**src/fpx_defines.vh**
```
// Constants shared by the floating-point exception condition unit
`ifndef FPX_DEFINES_VH
`define FPX_DEFINES_VH

// Register byte offsets
`define FPX_CSR_OFFSET 8'h00
`define FPX_STATUS_OFFSET 8'h04

// Control and status register fields
`define FPX_FLAG_LSB 0
`define FPX_FLAG_MSB 5
`define FPX_MASK_LSB 7
`define FPX_MASK_MSB 12
`define FPX_RC_LSB 13
`define FPX_RC_MSB 14
`define FPX_CSR_RESET 32'h00001F80
`define FPX_CSR_WMASK 32'h00007FBF
`define FPX_MASKS_RESET 6'h3F

// Status register fields
`define FPX_ST_C1_BIT 0
`define FPX_ST_HREQ_BIT 1
`define FPX_ST_LAST_LSB 8
`define FPX_ST_LAST_MSB 13

// Condition positions inside a six-bit flag or mask group
`define FPX_C_INV 0
`define FPX_C_DEN 1
`define FPX_C_ZDV 2
`define FPX_C_OVF 3
`define FPX_C_UNF 4
`define FPX_C_PRE 5
`define FPX_NCOND 6

// Rounding control encodings
`define FPX_RC_NEAREST 2'h0
`define FPX_RC_DOWN 2'h1
`define FPX_RC_UP 2'h2
`define FPX_RC_ZERO 2'h3

// Destination formats
`define FPX_FMT_SINGLE 2'h0
`define FPX_FMT_DOUBLE 2'h1
`define FPX_FMT_EXT 2'h2

// Result selection codes
`define FPX_RES_ROUNDED 3'h0
`define FPX_RES_KEEP 3'h1
`define FPX_RES_QNAN 3'h2
`define FPX_RES_INF 3'h3
`define FPX_RES_MAXFIN 3'h4
`define FPX_RES_TINY 3'h5
`define FPX_RES_BIASED 3'h6

// Unbiased exponent of the unbounded rounded result, 18-bit two's complement
`define FPX_EXP_W 18
`define FPX_OVF_EXP_SINGLE 18'h00080
`define FPX_OVF_EXP_DOUBLE 18'h00400
`define FPX_OVF_EXP_EXT 18'h04000
`define FPX_TINY_EXP_SINGLE 18'h3FF82
`define FPX_TINY_EXP_DOUBLE 18'h3FC02
`define FPX_TINY_EXP_EXT 18'h3C002

// AXI responses
`define FPX_RESP_OKAY 2'h0
`define FPX_RESP_SLVERR 2'h2

`endif

```
**src/fpx_range_check.v**
```verilog
// Overflow and tininess thresholds on the unbounded-exponent rounded result
`timescale 1ns/1ps
`include "fpx_defines.vh"

module fpx_range_check (
	// Result description
	input wire [1:0] fmt,
	input wire [`FPX_EXP_W-1:0] res_exp,
	input wire res_zero,
	// Range verdict
	output reg overflow,
	output reg tiny
);

	reg [`FPX_EXP_W-1:0] ovf_exp;
	reg [`FPX_EXP_W-1:0] tiny_exp;

	always @* begin
		case (fmt)
			`FPX_FMT_SINGLE: begin
				ovf_exp = `FPX_OVF_EXP_SINGLE;
				tiny_exp = `FPX_TINY_EXP_SINGLE;
			end
			`FPX_FMT_DOUBLE: begin
				ovf_exp = `FPX_OVF_EXP_DOUBLE;
				tiny_exp = `FPX_TINY_EXP_DOUBLE;
			end
			default: begin
				ovf_exp = `FPX_OVF_EXP_EXT;
				tiny_exp = `FPX_TINY_EXP_EXT;
			end
		endcase
		// Magnitude 1.f * 2^e is at or above 2^emax+1
		overflow = !res_zero && ($signed(res_exp) >= $signed(ovf_exp));
		// Non-zero and strictly below the smallest normal
		tiny = !res_zero && ($signed(res_exp) < $signed(tiny_exp));
	end

endmodule

```
**src/fpx_exc_unit.v**
```verilog
// Floating-point exception condition unit with AXI4-Lite control and status
//
// Overview of operation
// - Masked invalid: set flag, write QNaN
// - Unmasked invalid: set flag, handler, keep operands
// - Masked denormal operand: set flag, continue
// - Unmasked denormal: set flag, handler, keep operands
// - Zero divide on finite non-zero dividend
// - Masked zero divide: flag, infinity XOR sign
// - Unmasked zero divide: flag, handler, keep operands
// - Overflow at 2^128, 2^1024, 2^16384
// - Masked overflow result by rounding mode, sign
// - Unmasked overflow: handler; SIMD keeps, stack biases
// - Tiny: non-zero, below smallest normal, unbounded
// - Masked underflow flags only tiny and inexact
// - Unmasked underflow on any tiny; handler requested
// - Inexact when result not exactly representable
// - Masked inexact alone: flag, store rounded
// - Unmasked inexact alone: flag, rounded, handler
// - Inexact with masked over/underflow sets both
// - Unmasked over/underflow to register: both flags
// - Unmasked over/underflow store: no inexact, clear bit
// - Rounding mode from two-bit control field
// - Flags sticky until software clears them
// - Flags bits 0-5, masks bits 7-12
//
// Chosen here: the placing of the registers and the AXI4-Lite interface to the registers.
`timescale 1ns/1ps
`include "fpx_defines.vh"

module fpx_exc_unit #(
	parameter ADDR_W = 8
) (
	// Clock and reset
	input wire clk,
	input wire reset,
	// AXI4-Lite write address
	input wire [ADDR_W-1:0] s_axi_awaddr,
	input wire [2:0] s_axi_awprot,
	input wire s_axi_awvalid,
	output reg s_axi_awready,
	// AXI4-Lite write data
	input wire [31:0] s_axi_wdata,
	input wire [3:0] s_axi_wstrb,
	input wire s_axi_wvalid,
	output reg s_axi_wready,
	// AXI4-Lite write response
	output reg [1:0] s_axi_bresp,
	output reg s_axi_bvalid,
	input wire s_axi_bready,
	// AXI4-Lite read address
	input wire [ADDR_W-1:0] s_axi_araddr,
	input wire [2:0] s_axi_arprot,
	input wire s_axi_arvalid,
	output reg s_axi_arready,
	// AXI4-Lite read data
	output reg [31:0] s_axi_rdata,
	output reg [1:0] s_axi_rresp,
	output reg s_axi_rvalid,
	input wire s_axi_rready,
	// Operation from the arithmetic datapath
	input wire op_valid,
	input wire op_stack_unit,
	input wire op_dest_memory,
	input wire op_invalid,
	input wire op_denormal,
	input wire op_divide,
	input wire op_divisor_zero,
	input wire op_dividend_finite_nonzero,
	input wire op_sign_a,
	input wire op_sign_b,
	input wire [1:0] op_fmt,
	input wire [`FPX_EXP_W-1:0] op_res_exp,
	input wire op_res_zero,
	input wire op_res_sign,
	input wire op_res_inexact,
	input wire op_rounded_up,
	// Control towards the datapath
	output reg [1:0] round_control_field,
	// Verdict towards result write-back and exception dispatch
	output reg res_valid,
	output reg [2:0] res_select,
	output reg res_sign,
	output reg res_write,
	output reg [5:0] res_flags,
	output reg handler_req,
	output reg condition_bit_one
);

	// Architectural state
	reg [5:0] flags_ff;
	reg [5:0] masks_ff;
	reg [1:0] rc_ff;
	reg c1_ff;
	reg hreq_seen_ff;
	reg [5:0] last_ff;

	// Bus state
	reg aw_hold_ff;
	reg w_hold_ff;
	reg [ADDR_W-1:0] awaddr_ff;
	reg [31:0] wdata_ff;
	reg [3:0] wstrb_ff;
	reg awready_ff;
	reg wready_ff;
	reg bvalid_ff;
	reg [1:0] bresp_ff;
	reg arready_ff;
	reg rvalid_ff;
	reg [31:0] rdata_ff;
	reg [1:0] rresp_ff;

	// Verdict registers
	reg res_valid_ff;
	reg [2:0] res_select_ff;
	reg res_sign_ff;
	reg res_write_ff;
	reg [5:0] res_flags_ff;
	reg handler_req_ff;

	// Range check of the unbounded result
	wire range_ovf;
	wire range_tiny;

	fpx_range_check u_range (
		.fmt(op_fmt),
		.res_exp(op_res_exp),
		.res_zero(op_res_zero),
		.overflow(range_ovf),
		.tiny(range_tiny)
	);

	// Condition detection
	reg c_inv;
	reg c_den;
	reg c_zdv;
	reg pre_stop;
	reg post_ok;
	reg c_ovf;
	reg c_tiny;
	reg c_inx;
	reg c_unf;
	reg store_drop;
	reg c_pre;
	reg [5:0] ev_flags;
	reg ev_hreq;
	reg [2:0] nxt_select;
	reg nxt_sign;
	reg nxt_c1;

	always @* begin
		c_inv = op_valid && op_invalid;
		c_den = op_valid && op_denormal && !op_invalid;
		c_zdv = op_valid && !op_invalid && op_divide && op_divisor_zero
			&& op_dividend_finite_nonzero;
		// Unmasked pre-computation conditions stop the operation before any result
		pre_stop = (c_inv && !masks_ff[`FPX_C_INV])
			|| (c_den && !masks_ff[`FPX_C_DEN])
			|| (c_zdv && !masks_ff[`FPX_C_ZDV]);
		post_ok = op_valid && !c_inv && !c_zdv && !pre_stop;
		c_ovf = post_ok && range_ovf;
		c_tiny = post_ok && range_tiny;
		c_inx = post_ok && op_res_inexact;
		// Masked underflow needs tiny and inexact, unmasked needs only tiny
		c_unf = c_tiny && (c_inx || !masks_ff[`FPX_C_UNF]);
		store_drop = op_dest_memory && ((c_ovf && !masks_ff[`FPX_C_OVF])
			|| (c_unf && !masks_ff[`FPX_C_UNF]));
		c_pre = c_inx && !store_drop;
		ev_flags = 6'h00;
		ev_flags[`FPX_C_INV] = c_inv;
		ev_flags[`FPX_C_DEN] = c_den;
		ev_flags[`FPX_C_ZDV] = c_zdv;
		ev_flags[`FPX_C_OVF] = c_ovf;
		ev_flags[`FPX_C_UNF] = c_unf;
		ev_flags[`FPX_C_PRE] = c_pre;
		ev_hreq = |(ev_flags & ~masks_ff);
		nxt_sign = op_res_sign;
		if (c_inv) begin
			nxt_select = masks_ff[`FPX_C_INV] ? `FPX_RES_QNAN : `FPX_RES_KEEP;
		end else if (c_zdv) begin
			nxt_select = masks_ff[`FPX_C_ZDV] ? `FPX_RES_INF : `FPX_RES_KEEP;
			nxt_sign = op_sign_a ^ op_sign_b;
		end else if (pre_stop) begin
			nxt_select = `FPX_RES_KEEP;
		end else if (c_ovf) begin
			if (masks_ff[`FPX_C_OVF]) begin
				case (rc_ff)
					`FPX_RC_NEAREST: nxt_select = `FPX_RES_INF;
					`FPX_RC_DOWN: nxt_select = op_res_sign ? `FPX_RES_INF : `FPX_RES_MAXFIN;
					`FPX_RC_UP: nxt_select = op_res_sign ? `FPX_RES_MAXFIN : `FPX_RES_INF;
					default: nxt_select = `FPX_RES_MAXFIN;
				endcase
			end else begin
				nxt_select = op_stack_unit ? `FPX_RES_BIASED : `FPX_RES_KEEP;
			end
		end else if (c_tiny) begin
			if (masks_ff[`FPX_C_UNF]) begin
				nxt_select = `FPX_RES_TINY;
			end else begin
				nxt_select = op_stack_unit ? `FPX_RES_BIASED : `FPX_RES_KEEP;
			end
		end else begin
			nxt_select = `FPX_RES_ROUNDED;
		end
		// Stack-unit condition bit one follows round-up unless a store is dropped
		if (!op_valid || !op_stack_unit) begin
			nxt_c1 = c1_ff;
		end else if (store_drop) begin
			nxt_c1 = 1'b0;
		end else begin
			nxt_c1 = c_pre && op_rounded_up;
		end
	end

	// Bus handshakes
	wire aw_take = s_axi_awvalid && awready_ff;
	wire w_take = s_axi_wvalid && wready_ff;
	wire do_write = aw_hold_ff && w_hold_ff && !bvalid_ff;
	wire ar_take = s_axi_arvalid && arready_ff;
	wire [ADDR_W-1:0] csr_addr = `FPX_CSR_OFFSET;
	wire [ADDR_W-1:0] st_addr = `FPX_STATUS_OFFSET;
	wire wr_csr = do_write && (awaddr_ff[ADDR_W-1:2] == csr_addr[ADDR_W-1:2]);
	wire wr_st = do_write && (awaddr_ff[ADDR_W-1:2] == st_addr[ADDR_W-1:2]);

	reg nxt_aw_hold;
	reg nxt_w_hold;
	reg nxt_bvalid;
	reg nxt_rvalid;
	reg [31:0] csr_word;
	reg [31:0] csr_new;
	reg [31:0] st_word;
	reg [31:0] nxt_rdata;
	reg [1:0] nxt_rresp;
	integer i;

	always @* begin
		nxt_aw_hold = do_write ? 1'b0 : (aw_hold_ff || aw_take);
		nxt_w_hold = do_write ? 1'b0 : (w_hold_ff || w_take);
		nxt_bvalid = do_write ? 1'b1 : (bvalid_ff && !s_axi_bready);
		nxt_rvalid = ar_take ? 1'b1 : (rvalid_ff && !s_axi_rready);
		csr_word = 32'h00000000;
		csr_word[`FPX_FLAG_MSB:`FPX_FLAG_LSB] = flags_ff;
		csr_word[`FPX_MASK_MSB:`FPX_MASK_LSB] = masks_ff;
		csr_word[`FPX_RC_MSB:`FPX_RC_LSB] = rc_ff;
		for (i = 0; i < 4; i = i + 1) begin
			csr_new[i*8 +: 8] = wstrb_ff[i] ? wdata_ff[i*8 +: 8] : csr_word[i*8 +: 8];
		end
		csr_new = csr_new & `FPX_CSR_WMASK;
		st_word = 32'h00000000;
		st_word[`FPX_ST_C1_BIT] = c1_ff;
		st_word[`FPX_ST_HREQ_BIT] = hreq_seen_ff;
		st_word[`FPX_ST_LAST_MSB:`FPX_ST_LAST_LSB] = last_ff;
		nxt_rresp = `FPX_RESP_OKAY;
		if (s_axi_araddr[ADDR_W-1:2] == csr_addr[ADDR_W-1:2]) begin
			nxt_rdata = csr_word;
		end else if (s_axi_araddr[ADDR_W-1:2] == st_addr[ADDR_W-1:2]) begin
			nxt_rdata = st_word;
		end else begin
			nxt_rdata = 32'h00000000;
			nxt_rresp = `FPX_RESP_SLVERR;
		end
	end

	// Bus slave registers
	always @(posedge clk) begin
		if (reset) begin
			aw_hold_ff <= 1'b0;
			w_hold_ff <= 1'b0;
			awaddr_ff <= {ADDR_W{1'b0}};
			wdata_ff <= 32'h00000000;
			wstrb_ff <= 4'h0;
			awready_ff <= 1'b0;
			wready_ff <= 1'b0;
			bvalid_ff <= 1'b0;
			bresp_ff <= `FPX_RESP_OKAY;
			arready_ff <= 1'b0;
			rvalid_ff <= 1'b0;
			rdata_ff <= 32'h00000000;
			rresp_ff <= `FPX_RESP_OKAY;
		end else begin
			aw_hold_ff <= nxt_aw_hold;
			w_hold_ff <= nxt_w_hold;
			if (aw_take) begin
				awaddr_ff <= s_axi_awaddr;
			end
			if (w_take) begin
				wdata_ff <= s_axi_wdata;
				wstrb_ff <= s_axi_wstrb;
			end
			awready_ff <= !nxt_aw_hold && !nxt_bvalid;
			wready_ff <= !nxt_w_hold && !nxt_bvalid;
			bvalid_ff <= nxt_bvalid;
			if (do_write) begin
				bresp_ff <= (wr_csr || wr_st) ? `FPX_RESP_OKAY : `FPX_RESP_SLVERR;
			end
			arready_ff <= !nxt_rvalid;
			rvalid_ff <= nxt_rvalid;
			if (ar_take) begin
				rdata_ff <= nxt_rdata;
				rresp_ff <= nxt_rresp;
			end
		end
	end

	// Control and status state; a hardware set wins over a software clear
	always @(posedge clk) begin
		if (reset) begin
			flags_ff <= 6'h00;
			masks_ff <= `FPX_MASKS_RESET;
			rc_ff <= `FPX_RC_NEAREST;
			c1_ff <= 1'b0;
			hreq_seen_ff <= 1'b0;
			last_ff <= 6'h00;
		end else begin
			if (wr_csr) begin
				flags_ff <= csr_new[`FPX_FLAG_MSB:`FPX_FLAG_LSB] | ev_flags;
				masks_ff <= csr_new[`FPX_MASK_MSB:`FPX_MASK_LSB];
				rc_ff <= csr_new[`FPX_RC_MSB:`FPX_RC_LSB];
			end else begin
				flags_ff <= flags_ff | ev_flags;
			end
			c1_ff <= nxt_c1;
			if (op_valid) begin
				last_ff <= ev_flags;
			end
			// Writing a one to the handler-seen bit clears it
			if (ev_hreq) begin
				hreq_seen_ff <= 1'b1;
			end else if (wr_st && wstrb_ff[0] && wdata_ff[`FPX_ST_HREQ_BIT]) begin
				hreq_seen_ff <= 1'b0;
			end
		end
	end

	// Per-operation verdict, all fields updated in the same edge
	always @(posedge clk) begin
		if (reset) begin
			res_valid_ff <= 1'b0;
			res_select_ff <= `FPX_RES_ROUNDED;
			res_sign_ff <= 1'b0;
			res_write_ff <= 1'b0;
			res_flags_ff <= 6'h00;
			handler_req_ff <= 1'b0;
		end else begin
			res_valid_ff <= op_valid;
			res_select_ff <= op_valid ? nxt_select : `FPX_RES_ROUNDED;
			res_sign_ff <= op_valid && nxt_sign;
			res_write_ff <= op_valid && (nxt_select != `FPX_RES_KEEP);
			res_flags_ff <= ev_flags;
			handler_req_ff <= ev_hreq;
		end
	end

	// Output ports
	always @* begin
		s_axi_awready = awready_ff;
		s_axi_wready = wready_ff;
		s_axi_bvalid = bvalid_ff;
		s_axi_bresp = bresp_ff;
		s_axi_arready = arready_ff;
		s_axi_rvalid = rvalid_ff;
		s_axi_rdata = rdata_ff;
		s_axi_rresp = rresp_ff;
		round_control_field = rc_ff;
		res_valid = res_valid_ff;
		res_select = res_select_ff;
		res_sign = res_sign_ff;
		res_write = res_write_ff;
		res_flags = res_flags_ff;
		handler_req = handler_req_ff;
		condition_bit_one = c1_ff;
	end

endmodule

```
**config.mk**
```make
export PLATFORM = sky130hd
export DESIGN_NAME = fpx_exc_unit
export DESIGN_NICKNAME = d
export VERILOG_FILES = /design/src/fpx_range_check.v /design/src/fpx_exc_unit.v
export VERILOG_INCLUDE_DIRS = /design/src /design/src/src
export SDC_FILE = /design/constraint.sdc
export NUM_CORES = 1
export LEC_CHECK = 0
export BUFFER_PORTS_ARGS = -buffer_cell sky130_fd_sc_hd__buf_2
export CORE_UTILIZATION = 51
export CTS_CLUSTER_SIZE = 14
export DETAILED_ROUTE_END_ITERATION = 8
export PLACE_DENSITY = 0.85
export SYNTH_ARGS = -nofsm -noshare
export SYNTH_HDL_FRONTEND = slang
export SYNTH_SLANG_ARGS = --single-unit
```
**constraint.sdc**
```tcl
create_clock -name clk -period 5.35 [get_ports clk]
set_input_delay 1.07 -clock clk [delete_from_list [all_inputs] [get_ports clk]]
set_output_delay 1.07 -clock clk [all_outputs]
set_load 0.01 [all_outputs]
```
* Word-level counts from Yosys, hierarchy flattened *
Index checks and enable logic that the tools add are counted.

operators by class
  order comparisons = 2
  eq/ne operators = 6
  mux-type cells = 31
  bitwise logic cells = 6
  reduce and logical (&&, ||, !) cells = 76

operators by type and width
  kind                  number
  $logic_and A1 B1 Y1   39
  $mux W3               10
  $pmux W15 S2          1
  $pmux W14 S2          1
  $logic_not A1 Y1      20
  $ge A18 B16 Y1        1
  $lt A18 B15 Y1        1
  $mux W15              1
  $mux W14              1
  $eq A6 B1 Y1 const B  2
  $logic_not A6 Y1      2
  $mux W6               2
  $or A6 B6 Y6          2
  $mux W2               5
  $mux W1               9
  $pmux W3 S3           1
  $logic_or A1 B1 Y1    8
  $and A6 B6 Y6         1
  $not A6 Y6            1
  $reduce_or A6 Y1      1
  $eq A2 B1 Y1 const B  2
  $logic_not A2 Y1      2
  $reduce_and A2 Y1     2
  $ne A3 B1 Y1 const B  1
  5 further kinds       5

word-level totals
  flip-flop bits (word level) = 103
  input port bits = 99
  output and inout port bits = 57
  logic and storage cells = 147

* Depth between registers and ports, before layout *
  word-level depth = 20
  gate-level depth with buffers = 9
  mapped depth without buffers = 9

* Hierarchy *
Synthesis repeated with hierarchy kept, for this count alone.

unflattened totals
  cells, all modules = 390
  area total of the unflattened synthesis = 3,384.5 um2

modules (own cells, without submodules)
  module           instances  cells an instance  area an instance (um2)  seq. area each (um2)
  fpx_exc_unit     1          358                3,150.5                 1,601.5
  fpx_range_check  1          32                 234.0                   0.0

* Worst setup path after synthesis *
No wires, ideal clock.

  path type = in2reg
  start point = input port op_fmt[1]
  end point = register res_write_ff, in the netlist res_write
  setup time = 120 ps
  data arrival time = 2,819 ps
  data required time = 5,230 ps
  path slack = 2,411 ps
  stages = 9
  path buffers = 0
  cells stage by stage = or2_2 -> inv_1 -> ha_1 -> nor3_1 -> nor2_1 -> a311oi_2 -> and3_4 -> a221oi_1 -> a211o_1

on the way
  longest elaborated chain between the ends = 12
  elaborated cells on any way between the ends = 17
  those cells by class = order compare (2); eq/ne (2); mux (7); reduce/logical (6)

RTL lines
  element                                           RTL line              source
  start: declaration                                fpx_exc_unit.v:72     input wire [1:0] op_fmt,
  $eq A2 B1 Y1 or $logic_not A2 Y1 (tied branches)  fpx_range_check.v:19  case (fmt)
  $pmux W14 S2                                      fpx_range_check.v:19
  $lt A18 B15 Y1                                    fpx_range_check.v:36  tiny = !res_zero && ($signed(res_exp) < $signed(tiny_exp));
  $logic_and A1 B1 Y1                               fpx_range_check.v:36
  $logic_and A1 B1 Y1                               fpx_exc_unit.v:162    c_tiny = post_ok && range_tiny;
  $mux W3                                           fpx_exc_unit.v:196    end else if (c_tiny) begin
  $mux W3 (*)                                       fpx_exc_unit.v:185    end else if (c_ovf) begin
  $mux W3 (*)                                       fpx_exc_unit.v:183    end else if (pre_stop) begin
  $mux W3 (*)                                       fpx_exc_unit.v:180    end else if (c_zdv) begin
  $mux W3 (*)                                       fpx_exc_unit.v:178    if (c_inv) begin
  $ne A3 B1 Y1 (no line) (*)                        --
  $logic_and A1 B1 Y1 (*)                           fpx_exc_unit.v:348    res_write_ff <= op_valid && (nxt_select != `FPX_RES_KEEP);
  end signal: assignment                            fpx_exc_unit.v:348
  end: declaration                                  fpx_exc_unit.v:117    reg res_write_ff;

Every way passes the cells marked *; elsewhere a longest branch is shown, timed or not.
A chain may end at the register's enable or synchronous reset.

* Worst setup path after layout *
Ends and elaborated chain as after synthesis.

==> load_flow_metrics.sql <==
INSERT INTO impl_metrics (metric_group, metric, value, unit) VALUES
('synth', 'synth-seq-area-share', '45.1', '%'),
('pwr', 'p_comb_share', '11.4', '%'),
('hold_path', 'min-delay-path-class', 'reg2reg', ''),
('detailed_routing', 'vias', '3152', ''),
('timing', 'final.setup.tns', '0', 'ns'),
('timing', 'maxSlewHeadroom', '51.4', '%'),
('detailed_routing', 'wire_per_inst', '14.0', 'um'),
('floorplan', 'start_util', '52.6', '%'),
('synth', 'avgSynthCellArea', '8.75', 'um^2'),
('clocking', 'clk_pin_slew_worst_paths', '0.07', 'ns'),
('global_routing', 'pin_count_of_the_biggest_net_entering_global_routing', '56', ''),
('critical_path', 'cp.arrival', '3.14', 'ns'),
('floorplan', 'coreArea', '6760', 'um^2'),
('clocking', 'cts_sinks', '80', ''),
('synth', 'synth-async-reset-ratio', '0', '%'),
('detailed_routing', 'drt_iter0_drc', '214', ''),
('clocking', 'cts_inserted_buffers', '9', ''),
('clocking', 'postCtsSetupBuffers', '0', ''),
('placement', 'port_buffers', '105', ''),
('clocking', 'tritoncts', 'built', ''),
('global_routing', 'antenna_violations_before_repair', '0', ''),
('critical_path', 'crit_chain', 'buf_2 -> or2_2 -> inv_1 -> ha_1 -> nor3_1 -> nor2_1 -> a311oi_2 -> and3_4 -> a221oi_1 -> a211o_1', ''),
('cells_and_area', 'mostFrequentLayoutCell', 'buf_2', ''),
('critical_path', 'crit_path_category', 'in2reg', ''),
('synth', 'syn-instance-count', '406', ''),
('floorplan', 'die_height', '85.5', 'um'),
('pwr', 'areal_power_density_over_the_cells', '273', 'nW/um^2'),
('timing', 'max_clock_freq', '346', 'MHz'),
('detailed_routing', 'totalWireLength', '8240', 'um'),
('placement', 'placement.setup.worst_slack', '2.10', 'ns'),
('placement', 'dp_hpwl', '6170', 'um'),
('timing', 'final-setup-viol-count', '0', ''),
('cells_and_area', 'finalNetCount', '614', ''),
('critical_path', 'crit_path_max_fo', '6', ''),
('placement', 'gp_congestion', '0.833', ''),
('cells_and_area', 'final_cell_mix', 'buf_2, dfxtp_1, nand2_1', ''),
('run_status', 'run_status', 'finished clean', ''),
('global_routing', 'grt_pass1_vias', '2900', ''),
('clocking', 'clk_root_buffer_cell', 'clkbuf_8', ''),
('pwr', 'power_switching', '0.290', 'mW'),
('synth', 'postSynth.topFlopCell', 'dfxtp_1', ''),
('synth', 'syn-cell-area', '3550', 'um^2'),
('clocking', 'number_of_instances_resized_during_post_cts_repair', '0', ''),
('pwr', 'power.share.switching', '25.3', '%'),
('global_routing', 'gr-total-overflow', '0', ''),
('clocking', 'htree_num_levels', '3', ''),
('timing', 'final-hold-violation-count', '0', ''),
('floorplan', 'placementRows', '30', ''),
('cells_and_area', 'drive_above_1_share', '27.9', '%'),
('run', 'maxCapViolCount', '0', ''),
('pwr', 'peak_ir_drop_on_the_vdd_network', '0.184', 'mV'),
('pwr', 'report.power.total', '1.15', 'mW'),
('critical_path', 'setup.worst_path.end_class', 'flop', ''),
('pwr', 'power.internal', '0.859', 'mW'),
('global_routing', 'grt_util_all_layers', '23.4', '%'),
('detailed_routing', 'remaining_design_rule_violation_count', '0', ''),
('cells_and_area', 'syn2layout_area_growth', '18.5', '%'),
('synth', 'synth_cell_type_count', '53', ''),
('cells_and_area', 'count_of_inserted_antenna_diode_cells', '0', ''),
('detailed_routing', 'tritonroute_pass_1_iters', '4', ''),
('timing', 'layout_min_cycle_time', '2.89', 'ns'),
('timing', 'final_critical_path_setup_slack', '2.46', 'ns'),
('floorplan', 'boundaryPins', '156', ''),
('critical_path', 'cpMaxStageDelayCell', 'or2_2', ''),
('clocking', 'cts_hold_buf', '0', ''),
('critical_path', 'cpPeakStageDelay', '0.35', 'ns'),
('synth', 'synth_edf_count', '0', ''),
('timing', 'tightest_slew', '0.725', 'ns'),
('critical_path', 'critical_path_required', '5.60', 'ns'),
('timing', 'period_utilization', '54.0', '%'),
('detailed_routing', 'drt-vias-per-instance', '5.35', '');
==> per-stage QoR <==
step	instance area (um^2)	cells	hold slack, ns	utilization [%]
floorplan	3620	425	0.421	-
global placement	4040	574	0.428	59.8
detailed placement	4040	574	0.446	59.8
CTS	4210	589	0.458	62.3
global route	4210	589	0.480	62.3
finish	4210	589	0.455	62.3
==> state kept, by name, summed over array words and instances, names as in the netlist, 2 cells and up <==
signal,flops
wstrb_ff,2
last_ff,6
flags_ff,6
wdata_ff,14
s_axi_rdata,14
res_flags,6
res_select,3
round_control_field,2
awaddr_ff,6
masks_ff,6
==> cell type report <==
type	instances	area [um^2]
repair buffers	106	533
well taps	80	100
flip-flops and latches	80	1600
multi-input cells	301	1780
clock buffers	12	155
fillers	573	2550
clock inverters	3	17.5
inverters	7	26.3
==> worst max-delay path: cells and delay by family <==
kind	cells	cell delay [ns]
and+or+nand+nor	4	0.90
adders and majority gates	1	0.24
AOI/OAI and AO/OA	3	0.71
buffers and inverters	2	0.22
==> power groups by stage <==
stage	Combinational (mW)	Sequential, mW	Clock (mW)
after floorplan	0.0879	0.640	0
after global placement	0.125	0.639	0
after detailed placement	0.130	0.640	0
after CTS	0.131	0.626	0.400
after global routing	0.147	0.629	0.426
final	0.132	0.627	0.391
==> synthesized netlist by cell type (2+ instances only) <==
library cell	n	area share, %
a22oi_1	14	3.0
a31oi_1	3	0.53
nand4_1	2	0.35
nand2_1	70	7.4
a41o_1	2	0.56
nor3_1	10	1.4
nand2b_1	14	2.5
a21oi_1	42	5.9
nor2_1	35	3.7
buf_1	4	0.42
nor3_2	3	0.85
nand3_1	12	1.7
a211o_1	3	0.74
mux2_2	7	2.2
dfxtp_1	80	45
or2_2	2	0.35
nor3b_1	3	0.63
ha_1	10	3.5
mux2i_1	8	2.3
o21ai_0	6	0.85
nor4_1	2	0.35
nand3b_1	4	0.85
inv_1	7	0.74
clkbuf_1	11	1.2
and2_1	4	0.70
buf_4	21	4.4
==> worst paths after layout <==
check	start	endpoint	slack, ns	depth (start not counted)
setup / recovery	op_fmt[1]	res_write$_SDFF_PP0_	2.46	10
hold / removal	awaddr_ff[5]$_SDFFE_PP0P_	awaddr_ff[5]$_SDFFE_PP0P_	0.46	2
setup reg to reg	s_axi_arready$_SDFF_PP0_	s_axi_rdata[10]$_SDFFE_PP0P_	3.39	4
hold reg to reg	awaddr_ff[5]$_SDFFE_PP0P_	awaddr_ff[5]$_SDFFE_PP0P_	0.46	2
==> layer usage <==
layer | share of wire [%] | wire length (um) | global-route usage (%) | vias up
li1 | - | - | - | 1573
met1 | 43 | 3530 | 28.7 | 1478
met2 | 50 | 4140 | 40.2 | 91
met3 | 5.6 | 461 | 7.68 | 10
met4 | 1.2 | 99 | 5.00 | 0
met5 | 0 | 0 | 0 | -
==> logic make-up (layout without fill, tap and decap cells) <==
| kind of cell | Yosys count | after routing | share of synthesized area (%) |
|---|---|---|---|
| other | 1 | 20 | 0.106 |
| DFF | 80 | 80 | 45.1 |
| and+or+nand+nor | 172 | 172 | 24.0 |
| buffers and inverters | 44 | 128 | 6.90 |
| AOI/OAI and AO/OA | 83 | 83 | 15.7 |
| muxes | 15 | 15 | 4.47 |
| adders and majority gates | 10 | 10 | 3.52 |
| xor gates and xnor gates | 1 | 1 | 0.247 |
(Power assumes the default switching activity.)
